`config.mk`:
```
export PLATFORM = sky130hd
export DESIGN_NAME = radio_cmd_host
export DESIGN_NICKNAME = d
export VERILOG_FILES = /design/src/rtl/radio_cmd_pkg.sv /design/src/rtl/byte_fifo.sv /design/src/rtl/radio_cmd_host.sv
export VERILOG_INCLUDE_DIRS = /design/src /design/src/rtl
export SDC_FILE = /design/constraint.sdc
export NUM_CORES = 1
export LEC_CHECK = 0
export BUFFER_PORTS_ARGS = -buffer_cell sky130_fd_sc_hd__buf_2
export CAP_MARGIN = 20
export CELL_PAD_IN_SITES_DETAIL_PLACEMENT = 1
export CELL_PAD_IN_SITES_GLOBAL_PLACEMENT = 1
export CORE_ASPECT_RATIO = 0.6
export CORE_MARGIN = 2
export CORE_UTILIZATION = 40
export DETAILED_ROUTE_END_ITERATION = 7
export GPL_TIMING_DRIVEN = 1
export HOLD_SLACK_MARGIN = 0.08
export PLACE_DENSITY_LB_ADDON = 0.1
export SYNTH_ARGS = -nofsm -noshare
export SYNTH_HDL_FRONTEND = slang
export SYNTH_HIERARCHICAL = 1
export SYNTH_SLANG_ARGS = --single-unit
```
`constraint.sdc`:
```
create_clock -name clk_sys_i -period 8.1 [get_ports clk_sys_i]
set_input_delay 0.81 -clock clk_sys_i [delete_from_list [all_inputs] [get_ports clk_sys_i]]
set_output_delay 0.81 -clock clk_sys_i [all_outputs]
set_load 0.01 [all_outputs]
```
`src/rtl/radio_cmd_params.svh`:
```
// Named constants for the radio command host: opcodes, codes, timing.
// Assumes inclusion by bare name from the package; the host module only uses its macros.
`ifndef RADIO_CMD_PARAMS_SVH
`define RADIO_CMD_PARAMS_SVH

// Command opcodes
`define OP_IMAGE_CAL      8'h98
`define OP_AMP_SETUP      8'h95
`define OP_POST_STATE     8'h93
`define OP_MEM_WRITE      8'h0D
`define OP_MEM_READ       8'h1D
`define OP_PAYLOAD_STORE  8'h0E
`define OP_PAYLOAD_FETCH  8'h1E

// Amplifier setup fields
`define VARIANT_HIGH_POWER 8'h00
`define VARIANT_LOW_POWER  8'h01
`define AMP_TABLE_VALUE    8'h01
`define AMP_SIZE_MAX       8'h07
`define DUTY_MAX_LP_HIGH   8'h07
`define DUTY_MAX_LP_LOW    8'h04
`define DUTY_MAX_HP        8'h04

// Post-packet state codes
`define STATE_SYNTH_READY  8'h40
`define STATE_XTAL_STANDBY 8'h30
`define STATE_RC_STANDBY   8'h20

// Filler byte sent while the device answers
`define FILLER_BYTE        8'h00

// Header lengths in bytes, opcode included
`define HDR_LEN_CAL        3'h3
`define HDR_LEN_AMP        3'h5
`define HDR_LEN_STATE      3'h2
`define HDR_LEN_MEM        3'h3
`define HDR_LEN_BUF        3'h2

// Byte position of the status answer
`define STATUS_BYTE_IDX    1

// Serial clock timing
`define CLK_SYS_MHZ        100
`define SCLK_HALF_NS       80
`define SCLK_HALF_CYC      ((`SCLK_HALF_NS * `CLK_SYS_MHZ + 999) / 1000)

`endif

```
`src/rtl/radio_cmd_pkg.sv`:
```
// Types shared by the radio command host.
// Assumes the params header sits beside it in rtl/.
package radio_cmd_pkg;
    `include "radio_cmd_params.svh"

    // Commands that the user may order
    typedef enum logic [2:0] {
        KIND_IMAGE_CAL     = 3'h0,
        KIND_AMP_SETUP     = 3'h1,
        KIND_POST_STATE    = 3'h2,
        KIND_MEM_WRITE     = 3'h3,
        KIND_MEM_READ      = 3'h4,
        KIND_PAYLOAD_STORE = 3'h5,
        KIND_PAYLOAD_FETCH = 3'h6
    } cmd_kind_t;

    // Frame sequencer states, one-hot
    typedef enum logic [5:0] {
        ST_IDLE  = 6'h01,
        ST_SETUP = 6'h02,
        ST_LOAD  = 6'h04,
        ST_XFER  = 6'h08,
        ST_HOLD  = 6'h10,
        ST_GAP   = 6'h20
    } seq_state_t;
endpackage : radio_cmd_pkg

```
`src/rtl/byte_fifo.sv`:
```
// Small synchronous FIFO with valid/ready on both sides.
// Assumes one clock and an asynchronous active-high reset.
`timescale 1ns/1ps
module byte_fifo #(
    parameter int WIDTH = 8,
    parameter int DEPTH = 8
) (
    input  wire logic             clk_sys_i,
    input  wire logic             rst_i,
    input  wire logic [WIDTH-1:0] in_data_i,
    input  wire logic             in_valid_i,
    output logic                  in_ready_o,
    output logic      [WIDTH-1:0] out_data_o,
    output logic                  out_valid_o,
    input  wire logic             out_ready_i
);
    localparam int AW = $clog2(DEPTH);

    // Depth must be a power of two for the pointer wrap
    if (DEPTH < 2 || (1 << AW) != DEPTH) begin : g_bad_depth
        $error("byte_fifo depth must be a power of two, 2 or more");
    end

    logic [WIDTH-1:0] mem_reg [DEPTH];
    logic [AW:0]      wr_ptr_reg;
    logic [AW:0]      rd_ptr_reg;
    logic             push;
    logic             pop;

    // Full and empty from pointers with an extra wrap bit
    assign out_valid_o = (wr_ptr_reg != rd_ptr_reg);
    assign in_ready_o  = (wr_ptr_reg != {~rd_ptr_reg[AW], rd_ptr_reg[AW-1:0]});
    assign push        = in_valid_i && in_ready_o;
    assign pop         = out_valid_o && out_ready_i;
    assign out_data_o  = mem_reg[rd_ptr_reg[AW-1:0]];

    // Storage
    always_ff @(posedge clk_sys_i) begin
        if (push) begin
            mem_reg[wr_ptr_reg[AW-1:0]] <= in_data_i;
        end
    end

    // Pointers
    always_ff @(posedge clk_sys_i or posedge rst_i) begin
        if (rst_i) begin
            wr_ptr_reg <= '0;
            rd_ptr_reg <= '0;
        end else begin
            if (push) begin
                wr_ptr_reg <= wr_ptr_reg + 1'b1;
            end
            if (pop) begin
                rd_ptr_reg <= rd_ptr_reg + 1'b1;
            end
        end
    end
endmodule : byte_fifo

```
`src/rtl/radio_cmd_host.sv`:
```
// Host controller that frames radio commands on the serial bus.
// Assumes a mode-0 serial slave; miso arrives from outside and is synced.
`timescale 1ns/1ps

// Overview of operation
// - Image calibration sends 0x98 then the low and high band codes.
// - Amplifier setup sends 0x95 then duty, size, variant and table bytes.
// - The amplifier table byte is always sent as 0x01.
// - The amplifier size byte never goes above 0x07.
// - Duty is capped at 0x07 or 0x04 for low power by band, 0x04 else.
// - Post-packet state command sends 0x93 then one state code.
// - Memory write sends 0x0D, address high, address low, then data.
// - Memory read sends 0x1D, two address bytes, a filler, then data.
// - Payload store sends 0x0E, an offset, then payload bytes.
// - Payload fetch sends 0x1E, an offset, a filler, then data.
module radio_cmd_host
    import radio_cmd_pkg::*;
#(
    parameter int LEN_W = 8
) (
    input  wire logic             clk_sys_i,
    input  wire logic             rst_i,
    input  wire logic             cmd_valid_i,
    output logic                  cmd_ready_o,
    input  wire cmd_kind_t        cmd_kind_i,
    input  wire logic [7:0]       cmd_arg0_i,
    input  wire logic [7:0]       cmd_arg1_i,
    input  wire logic [7:0]       cmd_arg2_i,
    input  wire logic             band_above_400_i,
    input  wire logic [15:0]      cmd_addr_i,
    input  wire logic [LEN_W-1:0] cmd_len_i,
    input  wire logic [7:0]       wr_data_i,
    input  wire logic             wr_valid_i,
    output logic                  wr_ready_o,
    output logic      [7:0]       rd_data_o,
    output logic                  rd_valid_o,
    output logic      [7:0]       status_o,
    output logic      [15:0]      next_addr_o,
    output logic      [7:0]       post_packet_state_o,
    output logic                  done_o,
    output logic                  refused_o,
    output logic                  spi_sclk_o,
    output logic                  spi_mosi_o,
    output logic                  spi_cs_n_o,
    input  wire logic             spi_miso_i
);
    localparam int TOT_W  = LEN_W + 1;
    localparam int HALF   = `SCLK_HALF_CYC;
    localparam int HCNT_W = $clog2(HALF + 1);

    if (LEN_W < 1 || LEN_W > 12) begin : g_bad_len
        $error("radio_cmd_host LEN_W must lie in 1..12");
    end

    // Duty ceiling for the chosen amplifier path
    function automatic logic [7:0] duty_limit(input logic [7:0] variant,
                                              input logic above_400);
        if (variant == `VARIANT_LOW_POWER) begin
            duty_limit = above_400 ? `DUTY_MAX_LP_HIGH : `DUTY_MAX_LP_LOW;
        end else begin
            duty_limit = `DUTY_MAX_HP;
        end
    endfunction : duty_limit

    // Smaller of a value and its ceiling
    function automatic logic [7:0] clamp8(input logic [7:0] v,
                                          input logic [7:0] lim);
        clamp8 = (v > lim) ? lim : v;
    endfunction : clamp8

    seq_state_t       state_reg;
    cmd_kind_t        kind_reg;
    logic [7:0]       hdr_reg [5];
    logic [7:0]       hdr_next [5];
    logic [2:0]       hdr_len_reg;
    logic [2:0]       hdr_len_next;
    logic             legal;
    logic [TOT_W-1:0] total_reg;
    logic [TOT_W-1:0] idx_reg;
    logic [3:0]       bit_cnt_reg;
    logic [7:0]       tx_reg;
    logic [7:0]       rx_reg;
    logic [HCNT_W-1:0] half_cnt_reg;
    logic             tick;
    logic             sclk_reg;
    logic             cs_n_reg;
    logic             miso_meta_reg;
    logic             miso_sync_reg;
    logic [15:0]      addr_reg;
    logic [7:0]       post_reg;
    logic             cmd_fire;
    logic             is_write;
    logic             is_read;
    logic             is_buf;
    logic             in_data;
    logic             need_fifo;
    logic             fifo_pop;
    logic [7:0]       fifo_data;
    logic             fifo_valid;
    logic             byte_end;
    logic             last_byte;

    // Payload path for write commands
    byte_fifo #(.WIDTH(8), .DEPTH(8)) u_wr_fifo (
        .clk_sys_i   (clk_sys_i),
        .rst_i       (rst_i),
        .in_data_i   (wr_data_i),
        .in_valid_i  (wr_valid_i),
        .in_ready_o  (wr_ready_o),
        .out_data_o  (fifo_data),
        .out_valid_o (fifo_valid),
        .out_ready_i (fifo_pop)
    );

    // Header bytes built from the user order
    always_comb begin
        for (int i = 0; i < 5; i++) begin
            hdr_next[i] = `FILLER_BYTE;
        end
        hdr_len_next = `HDR_LEN_STATE;
        legal        = 1'b1;
        case (cmd_kind_i)
            KIND_IMAGE_CAL: begin
                hdr_next[0]  = `OP_IMAGE_CAL;
                hdr_next[1]  = cmd_arg0_i;
                hdr_next[2]  = cmd_arg1_i;
                hdr_len_next = `HDR_LEN_CAL;
            end
            KIND_AMP_SETUP: begin
                hdr_next[0]  = `OP_AMP_SETUP;
                hdr_next[1]  = clamp8(cmd_arg0_i,
                                      duty_limit(cmd_arg2_i,
                                                 band_above_400_i));
                hdr_next[2]  = clamp8(cmd_arg1_i, `AMP_SIZE_MAX);
                hdr_next[3]  = cmd_arg2_i;
                hdr_next[4]  = `AMP_TABLE_VALUE;
                hdr_len_next = `HDR_LEN_AMP;
                legal = (cmd_arg2_i == `VARIANT_HIGH_POWER) ||
                        (cmd_arg2_i == `VARIANT_LOW_POWER);
            end
            KIND_POST_STATE: begin
                hdr_next[0]  = `OP_POST_STATE;
                hdr_next[1]  = cmd_arg0_i;
                legal = (cmd_arg0_i == `STATE_SYNTH_READY) ||
                        (cmd_arg0_i == `STATE_XTAL_STANDBY) ||
                        (cmd_arg0_i == `STATE_RC_STANDBY);
            end
            KIND_MEM_WRITE, KIND_MEM_READ: begin
                hdr_next[0]  = (cmd_kind_i == KIND_MEM_WRITE) ?
                               `OP_MEM_WRITE : `OP_MEM_READ;
                hdr_next[1]  = cmd_addr_i[15:8];
                hdr_next[2]  = cmd_addr_i[7:0];
                hdr_len_next = `HDR_LEN_MEM;
            end
            KIND_PAYLOAD_STORE, KIND_PAYLOAD_FETCH: begin
                hdr_next[0]  = (cmd_kind_i == KIND_PAYLOAD_STORE) ?
                               `OP_PAYLOAD_STORE
                               : `OP_PAYLOAD_FETCH;
                hdr_next[1]  = cmd_addr_i[7:0];
            end
            default: begin
                legal = 1'b0;
            end
        endcase
    end

    assign cmd_ready_o = (state_reg == ST_IDLE);
    assign cmd_fire    = cmd_valid_i && cmd_ready_o && legal;
    assign refused_o   = cmd_valid_i && cmd_ready_o && !legal;
    assign is_write    = (kind_reg == KIND_MEM_WRITE) ||
                         (kind_reg == KIND_PAYLOAD_STORE);
    assign is_read     = (kind_reg == KIND_MEM_READ) ||
                         (kind_reg == KIND_PAYLOAD_FETCH);
    assign is_buf      = (kind_reg == KIND_PAYLOAD_STORE) ||
                         (kind_reg == KIND_PAYLOAD_FETCH);
    assign in_data     = is_read ? (idx_reg > TOT_W'(hdr_len_reg))
                                 : (idx_reg >= TOT_W'(hdr_len_reg));
    assign need_fifo   = is_write && (idx_reg >= TOT_W'(hdr_len_reg));
    assign fifo_pop    = (state_reg == ST_LOAD) && need_fifo && fifo_valid;
    assign tick        = (half_cnt_reg == HCNT_W'(HALF - 1));
    assign byte_end    = (state_reg == ST_XFER) && tick && sclk_reg &&
                         (bit_cnt_reg == 4'h8);
    assign last_byte   = (idx_reg == total_reg - 1'b1);

    // Miso crosses into the system clock through two flops
    always_ff @(posedge clk_sys_i or posedge rst_i) begin
        if (rst_i) begin
            miso_meta_reg <= 1'b0;
            miso_sync_reg <= 1'b0;
        end else begin
            miso_meta_reg <= spi_miso_i;
            miso_sync_reg <= miso_meta_reg;
        end
    end

    // Half-period divider, restarted while idle to align phases
    always_ff @(posedge clk_sys_i or posedge rst_i) begin
        if (rst_i) begin
            half_cnt_reg <= '0;
        end else if (state_reg == ST_IDLE || tick) begin
            half_cnt_reg <= '0;
        end else begin
            half_cnt_reg <= half_cnt_reg + 1'b1;
        end
    end

    // Command latch
    always_ff @(posedge clk_sys_i or posedge rst_i) begin
        if (rst_i) begin
            kind_reg    <= KIND_IMAGE_CAL;
            hdr_len_reg <= `HDR_LEN_STATE;
            total_reg   <= '0;
            for (int i = 0; i < 5; i++) begin
                hdr_reg[i] <= `FILLER_BYTE;
            end
        end else if (cmd_fire) begin
            kind_reg    <= cmd_kind_i;
            hdr_len_reg <= hdr_len_next;
            for (int i = 0; i < 5; i++) begin
                hdr_reg[i] <= hdr_next[i];
            end
            case (cmd_kind_i)
                KIND_MEM_WRITE, KIND_PAYLOAD_STORE: begin
                    total_reg <= TOT_W'(hdr_len_next) + TOT_W'(cmd_len_i);
                end
                KIND_MEM_READ, KIND_PAYLOAD_FETCH: begin
                    total_reg <= TOT_W'(hdr_len_next) + TOT_W'(cmd_len_i)
                                 + 1'b1;
                end
                default: begin
                    total_reg <= TOT_W'(hdr_len_next);
                end
            endcase
        end
    end

    // Frame sequencer and bit engine
    always_ff @(posedge clk_sys_i or posedge rst_i) begin
        if (rst_i) begin
            state_reg   <= ST_IDLE;
            cs_n_reg    <= 1'b1;
            sclk_reg    <= 1'b0;
            tx_reg      <= `FILLER_BYTE;
            rx_reg      <= `FILLER_BYTE;
            bit_cnt_reg <= '0;
            idx_reg     <= '0;
        end else begin
            case (state_reg)
                ST_IDLE: begin
                    idx_reg <= '0;
                    if (cmd_fire) begin
                        cs_n_reg  <= 1'b0;
                        state_reg <= ST_SETUP;
                    end
                end
                ST_SETUP: begin
                    if (tick) begin
                        state_reg <= ST_LOAD;
                    end
                end
                ST_LOAD: begin
                    if (!need_fifo || fifo_valid) begin
                        if (idx_reg < TOT_W'(hdr_len_reg)) begin
                            tx_reg <= hdr_reg[idx_reg[2:0]];
                        end else if (need_fifo) begin
                            tx_reg <= fifo_data;
                        end else begin
                            tx_reg <= `FILLER_BYTE;
                        end
                        bit_cnt_reg <= '0;
                        state_reg   <= ST_XFER;
                    end
                end
                ST_XFER: begin
                    if (tick && !sclk_reg) begin
                        sclk_reg    <= 1'b1;
                        rx_reg      <= {rx_reg[6:0], miso_sync_reg};
                        bit_cnt_reg <= bit_cnt_reg + 1'b1;
                    end else if (tick) begin
                        sclk_reg <= 1'b0;
                        if (bit_cnt_reg == 4'h8) begin
                            idx_reg   <= idx_reg + 1'b1;
                            state_reg <= last_byte ? ST_HOLD : ST_LOAD;
                        end else begin
                            tx_reg <= {tx_reg[6:0], 1'b0};
                        end
                    end
                end
                ST_HOLD: begin
                    if (tick) begin
                        cs_n_reg  <= 1'b1;
                        state_reg <= ST_GAP;
                    end
                end
                ST_GAP: begin
                    if (tick) begin
                        state_reg <= ST_IDLE;
                    end
                end
                default: begin
                    state_reg <= ST_IDLE;
                    cs_n_reg  <= 1'b1;
                    sclk_reg  <= 1'b0;
                end
            endcase
        end
    end

    // Answers: status, read data and the address the device now holds
    always_ff @(posedge clk_sys_i or posedge rst_i) begin
        if (rst_i) begin
            status_o   <= `FILLER_BYTE;
            rd_data_o  <= `FILLER_BYTE;
            rd_valid_o <= 1'b0;
            addr_reg   <= '0;
        end else begin
            rd_valid_o <= 1'b0;
            if (cmd_fire) begin
                addr_reg <= cmd_addr_i;
            end
            if (byte_end && idx_reg == TOT_W'(`STATUS_BYTE_IDX)) begin
                status_o <= rx_reg;
            end
            if (byte_end && in_data && (is_read || is_write)) begin
                if (is_buf) begin
                    addr_reg <= {8'h00, addr_reg[7:0] + 8'h01};
                end else begin
                    addr_reg <= addr_reg + 16'h0001;
                end
                if (is_read) begin
                    rd_data_o  <= rx_reg;
                    rd_valid_o <= 1'b1;
                end
            end
        end
    end

    // Post-packet state the device now holds, RC standby from reset
    always_ff @(posedge clk_sys_i or posedge rst_i) begin
        if (rst_i) begin
            post_reg <= `STATE_RC_STANDBY;
        end else if (state_reg == ST_HOLD && tick &&
                     kind_reg == KIND_POST_STATE) begin
            post_reg <= hdr_reg[1];
        end
    end

    assign done_o              = (state_reg == ST_HOLD) && tick;
    assign post_packet_state_o = post_reg;
    assign next_addr_o         = addr_reg;
    assign spi_sclk_o          = sclk_reg;
    assign spi_mosi_o          = tx_reg[7];
    assign spi_cs_n_o          = cs_n_reg;
endmodule : radio_cmd_host

```
==> results of run 1 <==
[power by group]
part           switching (W)  internal, W
combinational       0.000596     0.000391
clock               0.000420     0.000583
sequential          0.000226      0.00127
[through the flow]
step                      utilization [%]  instances
after global routing                46.40       1442
after global placement              43.74       1404
after CTS                           46.40       1442
after floorplan                         -        981
final                               46.40       1442
after detailed placement            43.74       1404
[worst min path at each step]
stage | endpoint | slack (ps) | depth (start not counted)
finish | u_wr_fifo/wr_ptr_reg[3] | 300 | 2
global placement | miso_sync_reg | 330 | 0
floorplan | miso_sync_reg | 330 | 0
global route | u_wr_fifo/wr_ptr_reg[3] | 330 | 2
CTS | u_wr_fifo/wr_ptr_reg[3] | 300 | 2
detailed placement | miso_sync_reg | 340 | 0
[cells by family (layout without fill, tap and decap cells)]
family	Yosys count	in the layout
AO/OA/AOI/OAI	225	225
AND/OR/NAND/NOR	328	328
flip-flops	201	201
buffers and inverters	90	191
adder cells (fa/ha/maj)	18	18
XOR/XNOR	41	41
multiplexers	78	78
[layer usage]
metal,GRT usage [%],routed length [µm]
met1,34.12,15700
met2,30.72,12530
met3,2.999,1169
met4,3.286,323
met5,0,0
[Yosys cell counts (all sizes together), types with 3 or more instances]
library cell	instances	area, µm²
o211ai	4	30.03
dfstp	4	105.1
nand2	85	321.6
a311oi	3	32.53
a221oi	8	70.07
nand2b	6	37.54
a211oi	20	155.1
and3	10	62.56
nor4	14	130.1
nor2b	9	56.30
a22oi	15	112.6
nor3	28	178.9
a41oi	4	35.03
o22ai	5	31.28
xor2	27	270.3
nand4	17	106.4
ha	17	212.7
inv	31	116.4
edfxtp	64	1922
buf	35	227.7
nand3b	3	22.52
o21a	4	30.03
mux4	22	495.5
a31oi	8	50.05
a21o	18	135.1
a21oi	60	304.0
mux2i	12	120.1
nand3	38	190.2
clkbuf	24	90.09
o41ai	4	80.08
dfrtp	133	3328
o21ai	49	245.2
o2bb2ai	3	26.28
or3	3	18.77
nor2	77	289.0
and2	19	120.1
mux2	44	503.0
xnor2	14	122.6
nor3b	6	50.05
[placed cells by master (no fill, tap or decap), drive strengths merged, types with 9 or more instances in the layout]
cell type    n
mux2i       12
xnor2       14
a21oi       60
a211oi      20
nor2b        9
clkinv       9
xor2        27
dfrtp      133
nor2        77
nand2       85
a21o        18
and3        10
mux4        22
edfxtp      64
buf        122
a22oi       15
nand4       17
o21ai       49
and2        19
ha          17
clkbuf      23
nor4        14
nor3        28
mux2        44
nand3       38
inv         32
[cell type report]
class	instances	share of cell area, %
clock inverters	15	1.307
well taps	360	3.675
flip-flops and latches	201	43.69
clock buffers	23	4.430
multi-input cells	690	40.73
repair buffers	122	5.185
inverters	31	0.9901
==> flow_summary.toml, run 1 <==
[global_route]
grt_overflow = 0
grt_max_degree = 87
grt_usage_pct = 21.27
grt_pass1_wl_um = 47090
grt_pass1_vias = 8038
antenna_found_initial = 0

[synth]
ys_async_sr_fraction_pct = 68.16
synthXorXnorAreaFrac_pct = 3.651
synth_compound_area_share_pct = 14.15
synth_top_family_by_area = "simple AND/OR/NAND/NOR gates"
yosys_warnings = 6
ys.flop_type = "dfrtp_1"
ys_seq_area_share_pct = 49.76
ys_seq_elements = 201
syn_area_per_cell_um2 = 10.97
muxShareOfSynthArea_pct = 10.39
synth_nets = 1064
synth_edf_count = 64
ys_types = 90
synth_area_um2 = 10760
synth-simple-area-share_pct = 15.85
synth-adder-area-share_pct = 2.163
syn_inst = 981

[cells_and_area]
n_antenna_cell = 0
regArea_um2 = 5355
largest_reg_flops = 64
layout-drive-gt1-share_pct = 23.66
fillerInstances = 2895
final_nets = 1150
multi_input_area_um2 = 4992
final_area_um2 = 12260
syn_to_final_growth_pct = 13.91

[routing]
drc = 0
routed_wirelength_um = 29720
num_vias = 8147
viasPerCell = 5.650
initialDrtViolationCount = 586
ant_nets = 0
first_pass_iters = 5
wl_per_cell_um = 20.61

[cts]
cts_setup_buffers = 0
cts_hold_buf = 0
cts_inserted_buffers = 21
cts_tree = "done"
cts.path.max_buffers = 3
clk_latency_ps = 520
clk_pin_slew_worst_paths_ps = 60
root_buffer = "clkbuf_16"
cts_resized = 0
cts_max_level = 1
clock_sinks = 201

[run]
maxCapViolations = 0

[timing]
fin_crit_sh_pct = 53.59
tightest_slew_ps = 1087
rsz0062_at_grt = "false"
timing.final.ws_setup_ps = 3760
clock-skew-final_ps = 13.35
fmax_mhz = 230.4
setup_viol = 0
whs_ps = 297.7
slew_viol_final = 0
fin_tns_setup_ps = 0
min_period_ps = 4340
max_slew_margin_pct = 27.52
hold_viol_final = 0

[critical_path]
cp.buffers_inverters = 2
critPathMaxFanout = 30
critical_path.cell_chain = "buf_2, inv_1, nor2_1, a21oi_1, ha_1, fa_1, xor2_1, nand3_1, nor4_1, a211oi_1, o41ai_1"
crit_path_top_delay_cell = "nor2_1"
cp.arrival_ps = 4730
critPathKind = "in2reg"
rrSetupSlack_ps = 4360
critPathLaunch = "cmd_kind_i[1]"
slowest_delay_ps = 730
start_kind = "input pin"
cp_data_required_time_ps = 8490
r2r_cells = 7
crit_family = "simple AND/OR/NAND/NOR gates"
rr_startpoint = "u_wr_fifo/rd_ptr_reg[1]"
endpoint = "total_reg[5]"
path_depth = 11
end_kind = "flop"
timing.rr.end = "tx_reg[4]"

[die]
fp.dieW_um = 215.8
core_area_um2 = 26420
dieArea_um2 = 28270
pin_count = 113
fp-row-count = 46
die_h_um = 131.1
initial_core_util_pct = 40.74

[placement]
place_hpwl_um = 21230
gp_congestion = 0.8023
post-place-ws_ps = 3308
numPortBuffers = 112
place_area_um2 = 11550

[pwr]
vdd_drop_max_v = 0.0001348
power.total_w = 0.003486
p_leak_nw = 5.225
power_density_nw_per_um2 = 284.4

[hold_path]
hold_path_class = "in2async"

[status]
status = "finished clean"
No activity file was read; power rests on OpenSTA's default activity.
==> inputs of run 2 (changes only) <==
Settings changed: ABC_AREA set to 1.
Clock period 8.1 ns to 3.7 ns, I/O delays scaled along.
==> run 2 against run 1 <==
Worst setup slack lost 2700 ps; first-iteration DRC count increased by 9.7%; critical path depth increased by 1; global-route usage is 2.5 points higher; sequential power up 110%; highest routed layer unchanged; largest power group unchanged; flip-flop and latch count unchanged; via count rose by 17%; total power rose by 130%; critical endpoint is now next_addr_o[4]; clock skew grew 2.1 ps; final cell count is 25% higher.
==> flow_summary.toml, run 2 <==
[status]
status = "finished clean"

[routing]
drc = 0
wl_per_cell_um = 18.69
num_vias = 9496
routed_wirelength_um = 33790
initialDrtViolationCount = 643
ant_nets = 0
viasPerCell = 5.252
first_pass_iters = 5

[hold_path]
hold_path_class = "in2reg"

[timing]
tightest_slew_ps = 907.5
min_period_ps = 2628
slew_viol_final = 0
fin_tns_setup_ps = 0
fmax_mhz = 380.6
clock-skew-final_ps = 15.49
hold_viol_final = 0
setup_viol = 0
fin_crit_sh_pct = 71.02
max_slew_margin_pct = 39.28
rsz0062_at_grt = "false"

[cells_and_area]
layout-drive-gt1-share_pct = 16.09
final_common_cell = "nand2_1"
final_nets = 1516
n_antenna_cell = 0
final_cell_mix = "338 x nand2_1, 160 x nor2_1, 133 x dfrtp_1"
syn_to_final_growth_pct = 14.46
largest_reg_flops = 64

[cts]
cts_tree = "done"
clk_pin_slew_worst_paths_ps = 70
cts_max_level = 1
cts_inserted_buffers = 21
cts_setup_buffers = 0
clk_latency_ps = 510
cts_resized = 0
cts.path.max_buffers = 3
clock_sinks = 201
root_buffer = "clkbuf_16"

[die]
die_h_um = 131.9
initial_core_util_pct = 40.99
core_area_um2 = 26590
fp-row-count = 46
dieArea_um2 = 28630
pin_count = 113
fp.dieW_um = 217.1

[synth]
ys_async_sr_fraction_pct = 68.16
syn_inst = 1326
ys_types = 51
ys.flop_type = "dfrtp_1"
synth_nets = 1409
syn_area_per_cell_um2 = 8.220
synth_top_area_share_pct = 30.54
yosys_warnings = 6
ys_seq_area_share_pct = 49.13
synth_area_um2 = 10900
synthMostInstantiatedCell = "nand2_1"
yosys-top-cells-count = "338 x nand2_1, 160 x nor2_1, 133 x dfrtp_1, 125 x inv_1, 123 x o21ai_0"
ys_seq_elements = 201
netlist_top_cells_area = "dfrtp_1 31%, edfxtp_1 18%, nand2_1 12%"
synth_edf_count = 64
synth_area_leader_cell = "dfrtp_1"

[global_route]
grt_overflow = 0
grt_pass1_wl_um = 53930
grt_max_degree = 129
grt_pass1_vias = 9465
grt_usage_pct = 23.74
antenna_found_initial = 0

[pwr]
combPwrFrac_pct = 32.3
power.total_w = 0.007966
vdd_drop_max_v = 0.0002941
internal-power_w = 0.004880
power.switching_w = 0.003087
seq_power_share_pct = 40.2
p_sw_share_pct = 38.75
p_leak_nw = 5.853
power_density_nw_per_um2 = 638.5
clock_power_share_pct = 27.5

[critical_path]
critPathMaxFanout = 19
cp.arrival_ps = 3010
critPathKind = "reg2reg"
slowest_delay_ps = 580
end_kind = "flop"
start_kind = "flop"
cp_data_required_time_ps = 4080
crit_path_top_delay_cell = "dfrtp_1"
critical_path.cell_chain = "ha_1, nand2_1, nor2_1, nor2_1, nand2b_4, nor2_4, nor2_4, nand2_8, nand2_4, inv_2, nand2_1, o211ai_1"

[run]
maxCapViolations = 0

[placement]
place_hpwl_um = 25160
numPortBuffers = 112
gp_congestion = 0.8562
[run 2: cell count changes in the layout (fill, tap and decap cells not counted), sizes merged, moves of 22 or more]
cell | previous run | this run
inv | 32 | 138
a21oi | 60 | 28
mux4 | 22 | 0
nand3 | 38 | 81
nor2 | 77 | 175
mux2 | 44 | 0
nand2 | 85 | 352
o21ai | 49 | 163
[run 2: path summary, 6_finish.rpt]
kind,from,endpoint,slack (ps),cells past startpoint
worst max-delay path,idx_reg[1],next_addr_o[4],1070,12
worst min-delay path,wr_data_i[7],u_wr_fifo/mem_reg[4][7],130,1
worst max register to register,idx_reg[1],next_addr_o[4],1070,12
worst min register to register,miso_meta_reg,miso_sync_reg,360,0
max in group asynchronous,rst_i,hdr_reg[22],2480,4
min in group asynchronous,rst_i,total_reg[7],290,3
[run 2: layout make-up]
cell class / instances / area [µm²]
fill: 3290 / 14110
sequential: 201 / 5355
tap: 360 / 450.4
multi-input combinational: 943 / 4755
clock buffer: 26 / 554.3
clock inverter: 12 / 140.1
inverter: 139 / 530.5
timing repair buffer: 127 / 690.7
[run 2: logic make-up after synthesis]
logic type | count (synthesis) | share of synthesized area [%]
and+or+nand+nor | 659 | 26.85
AOI/OAI and AO/OA | 242 | 12.58
DFF | 201 | 49.13
buffers and inverters | 182 | 7.244
xor gates and xnor gates | 24 | 2.055
adders and majority gates | 18 | 2.135
[run 2: layer usage]
layer	share of wire [%]	routed length, µm	track usage (%)	vias up
met2	39	13280	32.18	194
li1	-	-	-	4597
met4	1.3	451	3.501	0
met5	0	0	0	-
met3	4.6	1566	3.091	30
met1	55	18480	39.91	4675
[run 2: timing repair]
item                                    in CTS  in global routing
hold endpoints to repair                    10                  0
endpoints found under the setup margin       0                  0
hold buffers                                 2                  0
[run 2: power by group through the flow]
| stage | clock (W) | combinational [W] | sequential (W) |
|---|---|---|---|
| 2_1_floorplan | 0 | 0.00175 | 0.00313 |
| 3_3_place_gp | 0 | 0.00247 | 0.00322 |
| 3_5_place_dp | 0 | 0.00254 | 0.00323 |
| 4_1_cts | 0.00222 | 0.00256 | 0.00320 |
| 5_1_grt | 0.00231 | 0.00289 | 0.00328 |
| 6_report | 0.00219 | 0.00257 | 0.00321 |
[run 2: critical path, delay by kind of cell (launching register included)]
kind	cells	cell delay, ps
AOI/OAI and AO/OA	1	80
buffers and inverters	1	170
adders and majority gates	1	400
and+or+nand+nor	9	1250
DFF	1	580
[run 2: per-stage QoR]
step           cells  worst slack [ps]  cell area, µm²  hold slack, ps  util [%]
2_1_floorplan   1326              1207           10900           185.7         -
3_3_place_gp    1768             938.2           11760           261.2     44.23
3_5_place_dp    1768             755.9           11760           267.3     44.23
4_1_cts         1808              1093           12480           114.6     46.92
5_1_grt         1808             832.3           12480           127.1     46.92
6_report        1808              1072           12480           125.1     46.92
==> inputs of run 3 (changes only) <==
Clock period 3.7 ns to 2.55 ns, I/O delays scaled along.
==> run 3 against run 2 <==
Total power rose by 48%; register-to-register slack got worse by 930 ps; global-route usage fell by 0.17 points; maximum frequency rose by 9.0%; non-clock buffer count rose by 39; first-iteration DRC count rose by 5.9%; critical path type unchanged; largest power group unchanged.
==> flow_summary.toml, run 3 (synthesis results as in run 2) <==
[critical_path]
critPathLaunch = "hdr_len_reg[1]"
end_kind = "flop"
cp_data_required_time_ps = 2930
critPathMaxFanout = 19
critPathKind = "reg2reg"
rr_startpoint = "hdr_len_reg[1]"
cp.arrival_ps = 2790
start_kind = "flop"

[die]
dieArea_um2 = 28630
fp.dieW_um = 217.1
pin_count = 113
core_area_um2 = 26590
fp-row-count = 46
die_h_um = 131.9
initial_core_util_pct = 40.99

[placement]
numPortBuffers = 112
gp_congestion = 0.8506
place_hpwl_um = 25450
place_area_um2 = 11980

[timing]
slew_viol_final = 0
hold_viol_final = 0
tightest_slew_ps = 1068
whs_ps = 101.4
setup_viol = 0
max_slew_margin_pct = 28.54
clock-skew-final_ps = 14.75
fin_crit_sh_pct = 94.57
fin_tns_setup_ps = 0
rsz0062_at_grt = "false"
fmax_mhz = 414.7
min_period_ps = 2412

[global_route]
grt_max_degree = 36
grt_pass1_vias = 9427
grt_pass1_wl_um = 53770
grt_overflow = 0
grt_usage_pct = 23.57
antenna_found_initial = 1

[cts]
clk_latency_ps = 510
cts_inserted_buffers = 22
clk_pin_slew_worst_paths_ps = 70
cts_tree = "done"
cts.path.max_buffers = 3
cts_max_level = 1
cts_resized = 0
root_buffer = "clkbuf_16"
clock_sinks = 201

[cells_and_area]
largest_reg_flops = 64
n_antenna_cell = 0
final_common_cell = "nand2_1"
final_nets = 1556
final_cell_mix = "338 x nand2_1, 160 x nor2_1, 133 x dfrtp_1"
fillerInstances = 3259
final_area_um2 = 12890
layout-drive-gt1-share_pct = 17.34
syn_to_final_growth_pct = 18.25

[hold_path]
hold_path_class = "in2reg"
min_from = "cmd_addr_i[15]"

[routing]
num_vias = 9659
initialDrtViolationCount = 681
wl_per_cell_um = 18.19
routed_wirelength_um = 33620
viasPerCell = 5.227
drc = 0
first_pass_iters = 5
ant_nets = 0

[status]
status = "finished clean"

[pwr]
power_density_nw_per_um2 = 914.5
p_leak_nw = 6.064
vdd_drop_max_v = 0.0004028

[run]
maxCapViolations = 0
-- run 3: cell count changes in the layout (fill, tap and decap cells not counted), sizes merged --
cell	previous run	this run
buf	125	149
dlygate4sd3	2	17
clkbuf	26	28
clkinv	9	7
clkinvlp	1	2
-- run 3: area by class of cell --
| type | count | area, µm² | area share (%) |
|---|---|---|---|
| Sequential cell | 201 | 5355 | 41.55 |
| Tap cell | 360 | 450.4 | 3.495 |
| Clock buffer | 28 | 604.3 | 4.689 |
| Inverter | 139 | 530.5 | 4.116 |
| Multi-Input combinational cell | 943 | 4755 | 36.89 |
| Clock inverter | 11 | 135.1 | 1.048 |
| Timing Repair Buffer | 166 | 1059 | 8.213 |
-- run 3: report_power, final --
group / internal, W / switching (W) / total, W
sequential: 0.00404 / 0.000617 / 0.00466
clock: 0.00198 / 0.00134 / 0.00332
combinational: 0.00126 / 0.00254 / 0.00380
total: 0.00729 / 0.00450 / 0.0118
-- run 3: repair_timing --
action,4_1_cts,5_1_grt
setup buffers,0,0
hold endpoints to repair,102,0
hold buffers,17,0
-- run 3: per-stage QoR --
| stage | power [W] | worst slack (ps) | utilization, % | instances |
|---|---|---|---|---|
| global placement | 0.008330 | 72.45 | 45.05 | 1792 |
| CTS | 0.01183 | 168.7 | 48.47 | 1848 |
| finish | 0.01179 | 138.5 | 48.47 | 1848 |
| detailed placement | 0.008465 | -67.52 | 45.05 | 1792 |
| floorplan | 0.007083 | 171.6 | - | 1326 |
| global route | 0.01252 | 2.857 | 48.47 | 1848 |
-- run 3: worst paths after layout --
check | end | slack, ps | depth (start not counted)
min in group asynchronous | u_wr_fifo/wr_ptr_reg[3] | 290 | 3
worst max-delay path | next_addr_o[4] | 140 | 13
worst min register to register | miso_sync_reg | 350 | 0
worst min-delay path | next_addr_o[15] | 100 | 5
worst max register to register | next_addr_o[4] | 140 | 13
max in group asynchronous | spi_cs_n_o | 1420 | 4
-- run 3: per-layer routing --
metal | global-route usage (%) | routed length (µm)
met5 | 0 | 13
met2 | 32.32 | 13200
met1 | 39.18 | 18530
met4 | 3.120 | 323
met3 | 3.529 | 1552
-- run 3: critical path, stage by stage (launching register included) --
cell and delay, ps:
dfstp_2 530, inv_1 40, ha_1 270, nand2_1 60, nor2_1 240, nor2_1 130
nand2b_4 110, nor2_4 50, nor2_4 170, nand2_8 150, nand2_4 190, inv_2 160
nand2_1 90, o211ai_1 90
